===== config.mk =====
export PLATFORM = sky130hd
export DESIGN_NAME = pmc_ctrl
export DESIGN_NICKNAME = d
export VERILOG_FILES = /design/src/pkg/pmc_pkg.sv /design/src/rtl/pmc_seq_timer.sv /design/src/rtl/pmc_io_hold.sv /design/src/rtl/pmc_ctrl.sv
export VERILOG_INCLUDE_DIRS = /design/src /design/src/pkg
export SDC_FILE = /design/constraint.sdc
export NUM_CORES = 1
export LEC_CHECK = 0
export ABC_AREA = 1
export CAP_MARGIN = 20
export CORE_MARGIN = 3
export CORE_UTILIZATION = 56
export DETAILED_ROUTE_END_ITERATION = 12
export DONT_BUFFER_PORTS = 1
export PLACE_DENSITY = 0.74
export REMOVE_ABC_BUFFERS = 1
export SYNTH_ARGS = -nofsm -noshare
export SYNTH_HDL_FRONTEND = slang
export SYNTH_SLANG_ARGS = --single-unit
export TNS_END_PERCENT = 5

===== constraint.sdc =====
create_clock -name clk_sys -period 1.5 [get_ports clk_sys]
set_input_delay 0.3 -clock clk_sys [delete_from_list [all_inputs] [get_ports clk_sys]]
set_output_delay 0.3 -clock clk_sys [all_outputs]
set_load 0.01 [all_outputs]

===== src/pkg/pmc_cfg.svh =====
// constants of the power mode controller
`ifndef PMC_CFG_SVH
`define PMC_CFG_SVH

// sleep level field encoding
`define PMC_LVL_W          2
`define PMC_LVL_RUN_IDLE   2'h0
`define PMC_LVL_LIGHT      2'h1
`define PMC_LVL_DEEP_TIMER 2'h2
`define PMC_LVL_DEEPEST    2'h3

// reset values
`define PMC_LVL_RESET      2'h0

// sysclk_source_select encoding
`define PMC_SRC_CRYSTAL    1'b0
// low_speed_osc_select encoding
`define PMC_LSO_SLOW_RC    1'b1

// sequence lengths in clk_sys cycles, and the width of the sequence counter
`define PMC_PD_FAST_CYC    4
`define PMC_PD_SLOW_CYC    16
`define PMC_PU_FAST_CYC    4
`define PMC_PU_SLOW_CYC    32
`define PMC_CNT_W          8

// default number of held i/o pins
`define PMC_IO_W           8

`endif


===== src/pkg/pmc_pkg.sv =====
// types of the power mode controller
package pmc_pkg;

  typedef enum logic [2:0] {
    ST_ACTIVE,
    ST_IDLE,
    ST_PD,
    ST_LIGHT,
    ST_DEEP,
    ST_DEEPEST,
    ST_PU
  } pmc_state_type;

endpackage


===== src/rtl/pmc_seq_timer.sv =====
// down counter timing power down and power up sequences
`timescale 1ns/1ps
`include "pmc_cfg.svh"
module pmc_seq_timer #(
  parameter int CNT_W = `PMC_CNT_W
) (
  input  wire logic             clk_sys,
  input  wire logic             reset,
  input  wire logic             load,
  input  wire logic [CNT_W-1:0] load_val,
  output logic                  done_q
);
  logic [CNT_W-1:0] cnt_q;

  generate
    if (CNT_W < 2) begin : g_chk
      $error("pmc_seq_timer: CNT_W too small");
    end
  endgenerate

  always_ff @(posedge clk_sys) begin
    if (reset) begin
      cnt_q <= '0;
    end else if (load) begin
      cnt_q <= load_val;
    end else if (cnt_q != '0) begin
      cnt_q <= cnt_q - 1'b1;
    end
  end

  // done pulses for one cycle, in the cycle after the count reaches one
  always_ff @(posedge clk_sys) begin
    if (reset || load) begin
      done_q <= 1'b0;
    end else begin
      done_q <= (cnt_q == {{(CNT_W-1){1'b0}}, 1'b1});
    end
  end
endmodule


===== src/rtl/pmc_io_hold.sv =====
// freezes i/o direction and value while asleep
`timescale 1ns/1ps
module pmc_io_hold #(
  parameter int IO_W = 8
) (
  input  wire logic            clk_sys,
  input  wire logic            reset,
  input  wire logic            hold,
  input  wire logic [IO_W-1:0] io_dir_in,
  input  wire logic [IO_W-1:0] io_out_in,
  output logic      [IO_W-1:0] io_dir_q,
  output logic      [IO_W-1:0] io_out_q
);
  generate
    if (IO_W < 1) begin : g_chk
      $error("pmc_io_hold: IO_W must be positive");
    end
  endgenerate

  always_ff @(posedge clk_sys) begin
    if (reset) begin
      io_dir_q <= '0;
      io_out_q <= '0;
    end else if (!hold) begin
      io_dir_q <= io_dir_in;
      io_out_q <= io_out_in;
    end
  end
endmodule


===== src/rtl/pmc_ctrl.sv =====
// power mode controller: active, idle and three sleep states
`timescale 1ns/1ps
`include "pmc_cfg.svh"
module pmc_ctrl #(
  parameter int IO_W        = `PMC_IO_W,
  parameter int PD_FAST_CYC = `PMC_PD_FAST_CYC,
  parameter int PD_SLOW_CYC = `PMC_PD_SLOW_CYC,
  parameter int PU_FAST_CYC = `PMC_PU_FAST_CYC,
  parameter int PU_SLOW_CYC = `PMC_PU_SLOW_CYC
) (
  input  wire logic                   clk_sys,
  input  wire logic                   reset,
  input  wire logic                   sleep_level_wr,
  input  wire logic [`PMC_LVL_W-1:0]  sleep_level_wdata,
  input  wire logic                   sleep_trigger_wr,
  input  wire logic                   sysclk_source_select,
  input  wire logic                   low_speed_osc_select,
  input  wire logic                   fast_crystal_stable,
  input  wire logic                   port_irq,
  input  wire logic                   sleep_timer_irq,
  input  wire logic                   other_irq,
  input  wire logic                   ext_reset_req,
  input  wire logic [IO_W-1:0]        io_dir_in,
  input  wire logic [IO_W-1:0]        io_out_in,
  output logic [`PMC_LVL_W-1:0]       sleep_level_q,
  output logic                        sleep_trigger_bit_q,
  output pmc_pkg::pmc_state_type      state_q,
  output logic                        cpu_clk_en_q,
  output logic                        core_reg_on_q,
  output logic                        fast_crystal_en_q,
  output logic                        fast_rc_en_q,
  output logic                        slow_rc_en_q,
  output logic                        crystal32k_en_q,
  output logic                        sysclk_on_crystal_q,
  output logic                        port_irq_gated_q,
  output logic                        sleep_timer_irq_gated_q,
  output logic                        usb_state_clear_q,
  output logic                        resume_q,
  output logic                        restart_program_q,
  output logic [IO_W-1:0]             io_dir_q,
  output logic [IO_W-1:0]             io_out_q
);
  import pmc_pkg::*;

  localparam int CNT_W = `PMC_CNT_W;

  generate
    if (PD_FAST_CYC < 1 || PD_SLOW_CYC < 1 || PU_FAST_CYC < 1 || PU_SLOW_CYC < 1 ||
        PD_FAST_CYC >= (1 << CNT_W) || PD_SLOW_CYC >= (1 << CNT_W) ||
        PU_FAST_CYC >= (1 << CNT_W) || PU_SLOW_CYC >= (1 << CNT_W)) begin : g_chk
      $error("pmc_ctrl: sequence counts out of range");
    end
  endgenerate

  // true when a level is one of the three sleep states
  function automatic logic is_sleep_level(input logic [`PMC_LVL_W-1:0] lvl);
    is_sleep_level = (lvl != `PMC_LVL_RUN_IDLE);
  endfunction

  // true for the states with the regulator off
  function automatic logic is_slow_level(input logic [`PMC_LVL_W-1:0] lvl);
    is_slow_level = (lvl == `PMC_LVL_DEEP_TIMER) || (lvl == `PMC_LVL_DEEPEST);
  endfunction

  pmc_state_type             state_d;
  logic [`PMC_LVL_W-1:0]     target_q;
  logic                      xosc_saved_q;
  logic                      hsrc_saved_q;
  logic                      irq_open;
  logic                      any_irq;
  logic                      wake_ev;
  logic                      rst_wake;
  logic                      trig_go;
  logic                      enter_sleep;
  logic                      seq_load;
  logic [CNT_W-1:0]          seq_val;
  logic                      seq_done;
  logic                      asleep;

  // port and sleep timer interrupts pass only with level zero, other_irq always
  assign irq_open = !is_sleep_level(sleep_level_q);
  assign any_irq  = other_irq | ((port_irq | sleep_timer_irq) & irq_open);

  // trigger only acts from active
  assign trig_go = sleep_trigger_wr && (state_q == ST_ACTIVE);

  assign asleep = (state_q == ST_LIGHT) || (state_q == ST_DEEP) || (state_q == ST_DEEPEST);

  // deepest ignores the sleep timer
  always_comb begin
    wake_ev = 1'b0;
    case (state_q)
      ST_LIGHT:   wake_ev = port_irq | sleep_timer_irq;
      ST_DEEP:    wake_ev = port_irq | sleep_timer_irq;
      ST_DEEPEST: wake_ev = port_irq;
      default:    wake_ev = 1'b0;
    endcase
  end

  // external reset while asleep restarts the program
  assign rst_wake = ext_reset_req && (asleep || state_q == ST_PD || state_q == ST_IDLE);

  assign enter_sleep = (state_q == ST_PD) && seq_done;

  // next state of the mode sequencer
  always_comb begin
    state_d = state_q;
    case (state_q)
      ST_ACTIVE: begin
        if (trig_go && !any_irq) begin
          if (is_sleep_level(sleep_level_q)) begin
            state_d = ST_PD;
          end else begin
            state_d = ST_IDLE;
          end
        end
      end
      ST_IDLE: begin
        if (any_irq || ext_reset_req) begin
          state_d = ST_ACTIVE;
        end
      end
      ST_PD: begin
        if (any_irq) begin
          state_d = ST_ACTIVE;
        end else if (rst_wake) begin
          state_d = ST_ACTIVE;
        end else if (seq_done) begin
          case (target_q)
            `PMC_LVL_LIGHT:      state_d = ST_LIGHT;
            `PMC_LVL_DEEP_TIMER: state_d = ST_DEEP;
            `PMC_LVL_DEEPEST:    state_d = ST_DEEPEST;
            default:             state_d = ST_ACTIVE;
          endcase
        end
      end
      ST_LIGHT, ST_DEEP, ST_DEEPEST: begin
        if (wake_ev || rst_wake) begin
          state_d = ST_PU;
        end
      end
      ST_PU: begin
        if (seq_done) begin
          state_d = ST_ACTIVE;
        end
      end
      default: state_d = ST_ACTIVE;
    endcase
  end

  always_ff @(posedge clk_sys) begin
    if (reset) begin
      state_q <= ST_ACTIVE;
    end else begin
      state_q <= state_d;
    end
  end

  // chosen level kept through the sequence
  always_ff @(posedge clk_sys) begin
    if (reset) begin
      target_q <= `PMC_LVL_RESET;
    end else if (trig_go) begin
      target_q <= sleep_level_q;
    end
  end

  // level field: software write wins over hardware clear
  always_ff @(posedge clk_sys) begin
    if (reset) begin
      sleep_level_q <= `PMC_LVL_RESET;
    end else if (sleep_level_wr) begin
      sleep_level_q <= sleep_level_wdata;
    end else if (enter_sleep) begin
      sleep_level_q <= `PMC_LVL_RUN_IDLE;
    end else if (asleep && (wake_ev || rst_wake)) begin
      sleep_level_q <= `PMC_LVL_RUN_IDLE;
    end
  end

  // trigger bit reads zero always
  always_ff @(posedge clk_sys) begin
    if (reset) begin
      sleep_trigger_bit_q <= 1'b0;
    end else begin
      sleep_trigger_bit_q <= 1'b0;
    end
  end

  // sequence lengths: light is fast, deep and deepest share slow
  always_comb begin
    seq_load = 1'b0;
    seq_val  = '0;
    if (trig_go && is_sleep_level(sleep_level_q)) begin
      seq_load = 1'b1;
      if (is_slow_level(sleep_level_q)) begin
        seq_val = CNT_W'(PD_SLOW_CYC);
      end else begin
        seq_val = CNT_W'(PD_FAST_CYC);
      end
    end else if (asleep && (wake_ev || rst_wake)) begin
      seq_load = 1'b1;
      if (state_q == ST_LIGHT) begin
        seq_val = CNT_W'(PU_FAST_CYC);
      end else begin
        seq_val = CNT_W'(PU_SLOW_CYC);
      end
    end
  end

  pmc_seq_timer #(
    .CNT_W (CNT_W)
  ) u_seq (
    .clk_sys  (clk_sys),
    .reset    (reset),
    .load     (seq_load),
    .load_val (seq_val),
    .done_q   (seq_done)
  );

  // fast oscillators running at entry, restarted on wake
  always_ff @(posedge clk_sys) begin
    if (reset) begin
      xosc_saved_q <= 1'b0;
      hsrc_saved_q <= 1'b1;
    end else if (trig_go) begin
      xosc_saved_q <= fast_crystal_en_q;
      hsrc_saved_q <= fast_rc_en_q;
    end
  end

  // fast oscillator enables
  always_ff @(posedge clk_sys) begin
    if (reset) begin
      fast_crystal_en_q <= 1'b0;
      fast_rc_en_q      <= 1'b1;
    end else begin
      case (state_d)
        ST_ACTIVE, ST_IDLE: begin
          fast_crystal_en_q <= (sysclk_source_select == `PMC_SRC_CRYSTAL);
          fast_rc_en_q      <= (sysclk_source_select != `PMC_SRC_CRYSTAL) || !fast_crystal_stable;
        end
        ST_PD: begin
          fast_crystal_en_q <= fast_crystal_en_q;
          fast_rc_en_q      <= fast_rc_en_q;
        end
        ST_PU: begin
          fast_crystal_en_q <= xosc_saved_q;
          fast_rc_en_q      <= 1'b1;
        end
        default: begin
          fast_crystal_en_q <= 1'b0;
          fast_rc_en_q      <= 1'b0;
        end
      endcase
    end
  end

  // low-speed oscillator, off only in deepest
  always_ff @(posedge clk_sys) begin
    if (reset) begin
      slow_rc_en_q    <= 1'b1;
      crystal32k_en_q <= 1'b0;
    end else if (state_d == ST_DEEPEST) begin
      slow_rc_en_q    <= 1'b0;
      crystal32k_en_q <= 1'b0;
    end else begin
      slow_rc_en_q    <= (low_speed_osc_select == `PMC_LSO_SLOW_RC);
      crystal32k_en_q <= (low_speed_osc_select != `PMC_LSO_SLOW_RC);
    end
  end

  // system clock from crystal only once stable
  always_ff @(posedge clk_sys) begin
    if (reset) begin
      sysclk_on_crystal_q <= 1'b0;
    end else begin
      sysclk_on_crystal_q <= (state_d == ST_ACTIVE || state_d == ST_IDLE) &&
                             (sysclk_source_select == `PMC_SRC_CRYSTAL) && fast_crystal_stable;
    end
  end

  // regulator off in deep and deepest
  always_ff @(posedge clk_sys) begin
    if (reset) begin
      core_reg_on_q <= 1'b1;
    end else begin
      core_reg_on_q <= !(state_d == ST_DEEP || state_d == ST_DEEPEST);
    end
  end

  // cpu clock runs in active only
  always_ff @(posedge clk_sys) begin
    if (reset) begin
      cpu_clk_en_q <= 1'b1;
    end else begin
      cpu_clk_en_q <= (state_d == ST_ACTIVE);
    end
  end

  // gated interrupts seen by the cpu
  always_ff @(posedge clk_sys) begin
    if (reset) begin
      port_irq_gated_q        <= 1'b0;
      sleep_timer_irq_gated_q <= 1'b0;
    end else begin
      port_irq_gated_q        <= port_irq & irq_open;
      sleep_timer_irq_gated_q <= sleep_timer_irq & irq_open & (state_q != ST_DEEPEST);
    end
  end

  // usb state discarded on deep and deepest entry
  always_ff @(posedge clk_sys) begin
    if (reset) begin
      usb_state_clear_q <= 1'b0;
    end else begin
      usb_state_clear_q <= enter_sleep && is_slow_level(target_q);
    end
  end

  // resume after irq wake, restart after reset
  always_ff @(posedge clk_sys) begin
    if (reset) begin
      resume_q          <= 1'b0;
      restart_program_q <= 1'b1;
    end else begin
      resume_q          <= (state_q != ST_ACTIVE) && (state_d == ST_ACTIVE) && !ext_reset_req;
      restart_program_q <= ext_reset_req && (state_q != ST_ACTIVE);
    end
  end

  // pins frozen while asleep
  pmc_io_hold #(
    .IO_W (IO_W)
  ) u_hold (
    .clk_sys   (clk_sys),
    .reset     (reset),
    .hold      (asleep || state_q == ST_PU),
    .io_dir_in (io_dir_in),
    .io_out_in (io_out_in),
    .io_dir_q  (io_dir_q),
    .io_out_q  (io_out_q)
  );
endmodule


---- Word level (Yosys, flattened, before mapping) ----
Cells that the tools add are included.
word-level totals
  register bits after elaboration ......... 45
  input bits .............................. 29
  logic and storage cells ................. 113
cells by class
  add/subtract/negate cells ............... 1
  equality and inequality tests ........... 18
  mux-type cells .......................... 25
  bitwise operators ....................... 8
  reductions and logical operators ........ 41
operator list
  cell                   count
  $mux W8                3
  $mux W3                7
  $eq A3 B3 Y1 const B   6
  $pmux W3 S5            1
  $logic_or A1 B1 Y1     13
  $logic_and A1 B1 Y1    12
  $mux W6                2
  $eq A3 B2 Y1 const B   3
  $pmux W3 S3            1
  $eq A2 B2 Y1 const B   4
  $eq A8 B1 Y1 const B   1
  $mux W2                4
  $reduce_bool A8 Y1     1
  $sub A8 B1 Y8 const B  1
  $eq A3 B1 Y1 const B   2
  $logic_not A3 Y1       2
  $pmux W1 S3            2
  $reduce_bool A3 Y1     2
  $reduce_or A2 Y1       3
  $logic_not A1 Y1       5
  $mux W5                1
  $and A1 B1 Y1          4
  $reduce_bool A2 Y1     2
  $mux W1                3
  other kinds (6)        8

---- Logic depth before layout (Yosys ltp) ----
  word-level depth ........................ 13
  mapped depth ............................ 13
  depth with buffers taken out ............ 12

---- Modules after synthesis ----
Synthesis repeated with hierarchy kept, for this count alone.
unflattened totals
  cells, all modules ...................... 349
  area total of the unflattened synthesis .. 2,337.2 um2
modules (own cells, without submodules)
  module         instances  cells each  area each (um2)
  pmc_ctrl       1          162         1,046.0
  pmc_io_hold    1          101         670.6
  pmc_seq_timer  1          86          620.6

---- Worst setup path after synthesis ----
OpenSTA, ideal clock, no wires.
  kind .................................... flip-flop to flip-flop
  from .................................... register state_q[1]
  to ...................................... register fast_rc_en_q
  data arrival time ....................... 1.402 ns
  setup slack ............................. -0.025 ns
  stages on the path, launching flop included .. 13
  buffers on the path ..................... 1
  clock period less this slack ............ 1.525 ns
  cell sequence ........................... dfxtp_1 buf_6 inv_2 nand2_2 nor2_4 nand2_2 nand3_4 nand2_4 inv_4 nor2_4 nand3_1 o21ai_1 nand2_1
between the ends
  word-level cells in the longest chain between the ends .. 12
RTL lines
  what                                                     RTL line                                         text
  start, declared                                          pmc_ctrl.sv:27                                   output pmc_pkg::pmc_state_type state_q,
  start signal, assigned                                   pmc_ctrl.sv:155                                  state_q <= state_d;
  $eq A3 B2 Y1 / $eq A3 B3 Y1 (equally long branches)      pmc_ctrl.sv:87, pmc_ctrl.sv:92, pmc_ctrl.sv:108
  $logic_or A1 B1 Y1 (2 in a row)                          pmc_ctrl.sv:87                                   assign asleep = (state_q == ST_LIGHT) || (state_q == ST_DEEP) || (state_q == ST_DEEPEST);
  $logic_or A1 B1 Y1 (2 in a row)                          pmc_ctrl.sv:101                                  assign rst_wake = ext_reset_req && (asleep || state_q == ST_PD || state_q == ST_IDLE);
  $logic_and A1 B1 Y1                                      pmc_ctrl.sv:101
  $mux W3 / $logic_or A1 B1 Y1 (equally long branches)     pmc_ctrl.sv:126, pmc_ctrl.sv:138
  $mux W3 (on tied branches)                               pmc_ctrl.sv:124, pmc_ctrl.sv:138
  $pmux W3 S5 (*)                                          pmc_ctrl.sv:108                                  case (state_q)
  $eq A3 B1 Y1 / $logic_not A3 Y1 (equally long branches)  pmc_ctrl.sv:238                                  case (state_d)
  $reduce_or A2 Y1                                         pmc_ctrl.sv:238
  $pmux W1 S3                                              pmc_ctrl.sv:238
  end signal, assigned                                     pmc_ctrl.sv:241                                  fast_rc_en_q <= (sysclk_source_select != `PMC_SRC_CRYSTAL) || !fast_crystal_stable;
  end signal, assigned                                     pmc_ctrl.sv:245                                  fast_rc_en_q <= fast_rc_en_q;
  end, declared                                            pmc_ctrl.sv:31                                   output logic fast_rc_en_q,
Every way passes the cells marked *; elsewhere a longest branch is shown, timed or not.
A chain may end at the register's enable or synchronous reset.

---- Final worst setup path ----
  from .................................... register state_q[1]
  to ...................................... register restart_program_q
between the ends
  word-level cells in the longest chain between the ends .. 2
RTL lines
  what                  RTL line         text
  $reduce_bool A3 Y1    pmc_ctrl.sv:328  restart_program_q <= ext_reset_req && (state_q != ST_ACTIVE);
  $logic_and A1 B1 Y1   pmc_ctrl.sv:328
  end signal, assigned  pmc_ctrl.sv:328
  end, declared         pmc_ctrl.sv:39   output logic restart_program_q,
No other way between the ends.

==> reports/metrics.yaml <==
synthesis:
  synth_area_um2: 2111
  yosys_register_bits: 45
  synth-main-ff-cell: "dfxtp_1"
  yosysTopAreaCell: "dfxtp_1"
  yosys-top-cells-area: "dfxtp_1 (43%), inv_1 (7.6%), nand2_1 (6.6%)"
  yosysWarnings: 0
  synthArstFlopShare_pct: 0
  synth_commonest_cells: "dfxtp_1 (45), inv_1 (43), nand2_1 (37), nor2_1 (30), a21oi_1 (26)"
  synth-edff-count: 0
  avgSynthCellArea_um2: 7.512
  synth_cell_types: 31
  synthCells: 281
  ys_seq_area_share_pct: 42.68
  synth_top_area_share_pct: 42.68
  synth_most_common_cell: "dfxtp_1"
clock_tree:
  numClockSinks: 45
  cts-hold-fix-buffers: 0
  htreeDepth: 2
  path_clk_slew_ps: 90
  clk_latency_ps: 300
  cts-root-buf: "clkbuf_8"
  cts_buffers: 5
  cts_tree: "built"
  clockBufferDepth: 2
critical_path:
  cp_top_family: "buffers and inverters"
  endpoint_kind: "flip-flop"
  crit_fanout: 8
  slowest_stage: "dfxtp_4"
  reg2reg_depth: 10
  crit_top_cell: "buf_4"
  crit_cells: 10
  critical_path_arrival_ps: 1730
  crit_type: "flip-flop to flip-flop"
  crit_path_start_kind: "flip-flop"
  slowest_delay_ps: 400
  path_buf_inv: 6
  cp_data_required_time_ps: 1710
  crit_chain: "nor2_4, nand2_2, buf_4, buf_4, buf_4, buf_4, buf_4, buf_4, nand2_1, nand2_1"
global_routing:
  grtUsageTotal_pct: 21.61
  grt_pass1_vias: 1736
  use_met3_pct: 6.323
  grt_pass1_wl_um: 7403
  antenna_found_initial: 0
  grt_start_max_net_pins: 33
  met2_usage_pct: 36.81
  top_usage_layer: "met2"
  gr-total-overflow: 0
  grt_use_met1_pct: 25.39
hold_path:
  holdPathStages: 1
  hold_class: "primary input to flip-flop"
timing:
  grt_setup_unrepaired: "true"
  fin_skew_ps: 11.32
  min_period_over_period_pct: 101.4
  fin_crit_ps: 1520
  layout_setup_ws_ps: -20.47
  finalSetupViolCount: 4
  finalSetupTns_ps: -44.99
  drv_slew: 0
  fmax_mhz: 657.7
  final_hold_viol_count: 0
placement:
  place_ws_ps: -111.3
  dpl.hpwl_um: 3436
  dp_cells: 348
  io_buffers: 0
  gp_congestion: 0.8604
  placed_area_um2: 2369
die:
  core_um2: 3468
  dieArea_um2: 4542
  die_y_um: 67.40
  die_width_um: 67.40
  start_util_pct: 60.86
  rows: 21
  io_pins: 63
layout:
  fill_cells: 261
  stdcell_count: 365
  layout.nets: 349
  layout-drive-gt1-share_pct: 31.66
  area_growth_syn_to_layout_pct: 25.61
  design_area_um2: 2651
  diodes: 0
route:
  drt_iter0_drc: 78
  firstDrtPassIters: 4
  routed_wirelength_um: 4690
  postRouteAntennaNets: 0
  wl_per_cell_um: 12.85
  post_drt_via_cell_ratio: 5.195
  route.detailed.drc: 0
  vias: 1896
pwr:
  powerDensity_nw_per_um2: 1257
  ir_worst_vdd_mv: 0.8138
  leakage_nw: 1.233
  power_mw: 3.333
status:
  outcome: "finished, violations left"
  violations: "setup timing"
job:
  max_cap_viol_count: 0
-- kinds of logic (layout without fill, tap and decap cells) --
family	after synthesis	count (layout)	synth area share, %
compound gates	53	53	13.22
other cells	1	1	0.1777
xor+xnor	3	3	1.245
flops	45	45	42.68
fa+ha+maj	2	2	1.185
simple gates	121	121	30.82
buf+inv	56	94	10.67
-- worst reg2reg max path, cell delays in order (launching register included) --
cell and delay [ps]:
dfxtp_4 400, nor2_4 100, nand2_2 80, buf_4 130, buf_4 120, buf_4 120, buf_4 120, buf_4 120
buf_4 120, nand2_1 60, nand2_1 50
-- sequential cells by signal (all words and copies together), names as in the netlist --
signal,cells
u_hold.io_dir_q,8
u_hold.io_out_q,8
u_seq.cnt_q,8
state_q,3
sleep_level_q,2
target_q,2
core_reg_on_q,1
cpu_clk_en_q,1
crystal32k_en_q,1
fast_crystal_en_q,1
fast_rc_en_q,1
port_irq_gated_q,1
restart_program_q,1
resume_q,1
sleep_timer_irq_gated_q,1
slow_rc_en_q,1
sysclk_on_crystal_q,1
u_seq.done_q,1
usb_state_clear_q,1
xosc_saved_q,1
-- per-stage QoR --
| stage | hold slack [ps] | util (%) |
|---|---|---|
| after floorplan | 369.1 | - |
| after global placement | 372.6 | 68.29 |
| after detailed placement | 373.7 | 68.29 |
| after CTS | 37.50 | 73.41 |
| after global routing | 33.02 | 76.44 |
| final | 45.41 | 76.44 |
-- layout make-up --
class	count	area [µm²]	share of cell area, %
clock buffer	6	72.57	2.737
clock inverter	2	15.01	0.5663
inverter	48	192.7	7.268
multi-input combinational	180	1096	41.34
sequential	45	912.1	34.40
tap	46	57.56	2.171
timing repair buffer	38	305.3	11.51
-- power breakdown --
group          switching, mW  leakage (nW)  total, mW  internal (mW)
Combinational          0.614         0.821       1.14          0.522
Clock                  0.420        0.0374      0.749          0.328
Sequential             0.114         0.374       1.45           1.33
-- worst paths after layout --
path | slack, ps | start | endpoint
max | -20 | state_q[1]$_SDFF_PP0_ | restart_program_q$_SDFF_PP1_
min | 50 | reset | state_q[1]$_SDFF_PP0_
max reg2reg | -20 | state_q[1]$_SDFF_PP0_ | restart_program_q$_SDFF_PP1_
min reg2reg | 470 | target_q[1]$_SDFFE_PP0P_ | target_q[1]$_SDFFE_PP0P_
-- metal layers --
metal  vias up  routed length, µm
met5         -                  0
met4         0                 83
met3         7                227
met2        44               2461
met1       873               1917
li1        972                  -
-- placed cells by master (no fill, tap or decap), drive strengths merged, types with 6 or more instances in the layout --
cell,count
buf,38
clkbuf,6
nor3,8
a21oi,27
inv,48
nand2,45
dfxtp,45
nor2,39
nand3,21
o21ai,24
-- timing repair --
action | 4_1_cts | 5_1_grt
buffers inserted | 9 | 1
pin swaps | 7 | 19
endpoints found under the hold margin | 0 | 0
endpoints found under the setup margin | 15 | 19
resized for setup | 14 | 25
Power figures use the tool's default switching activity.
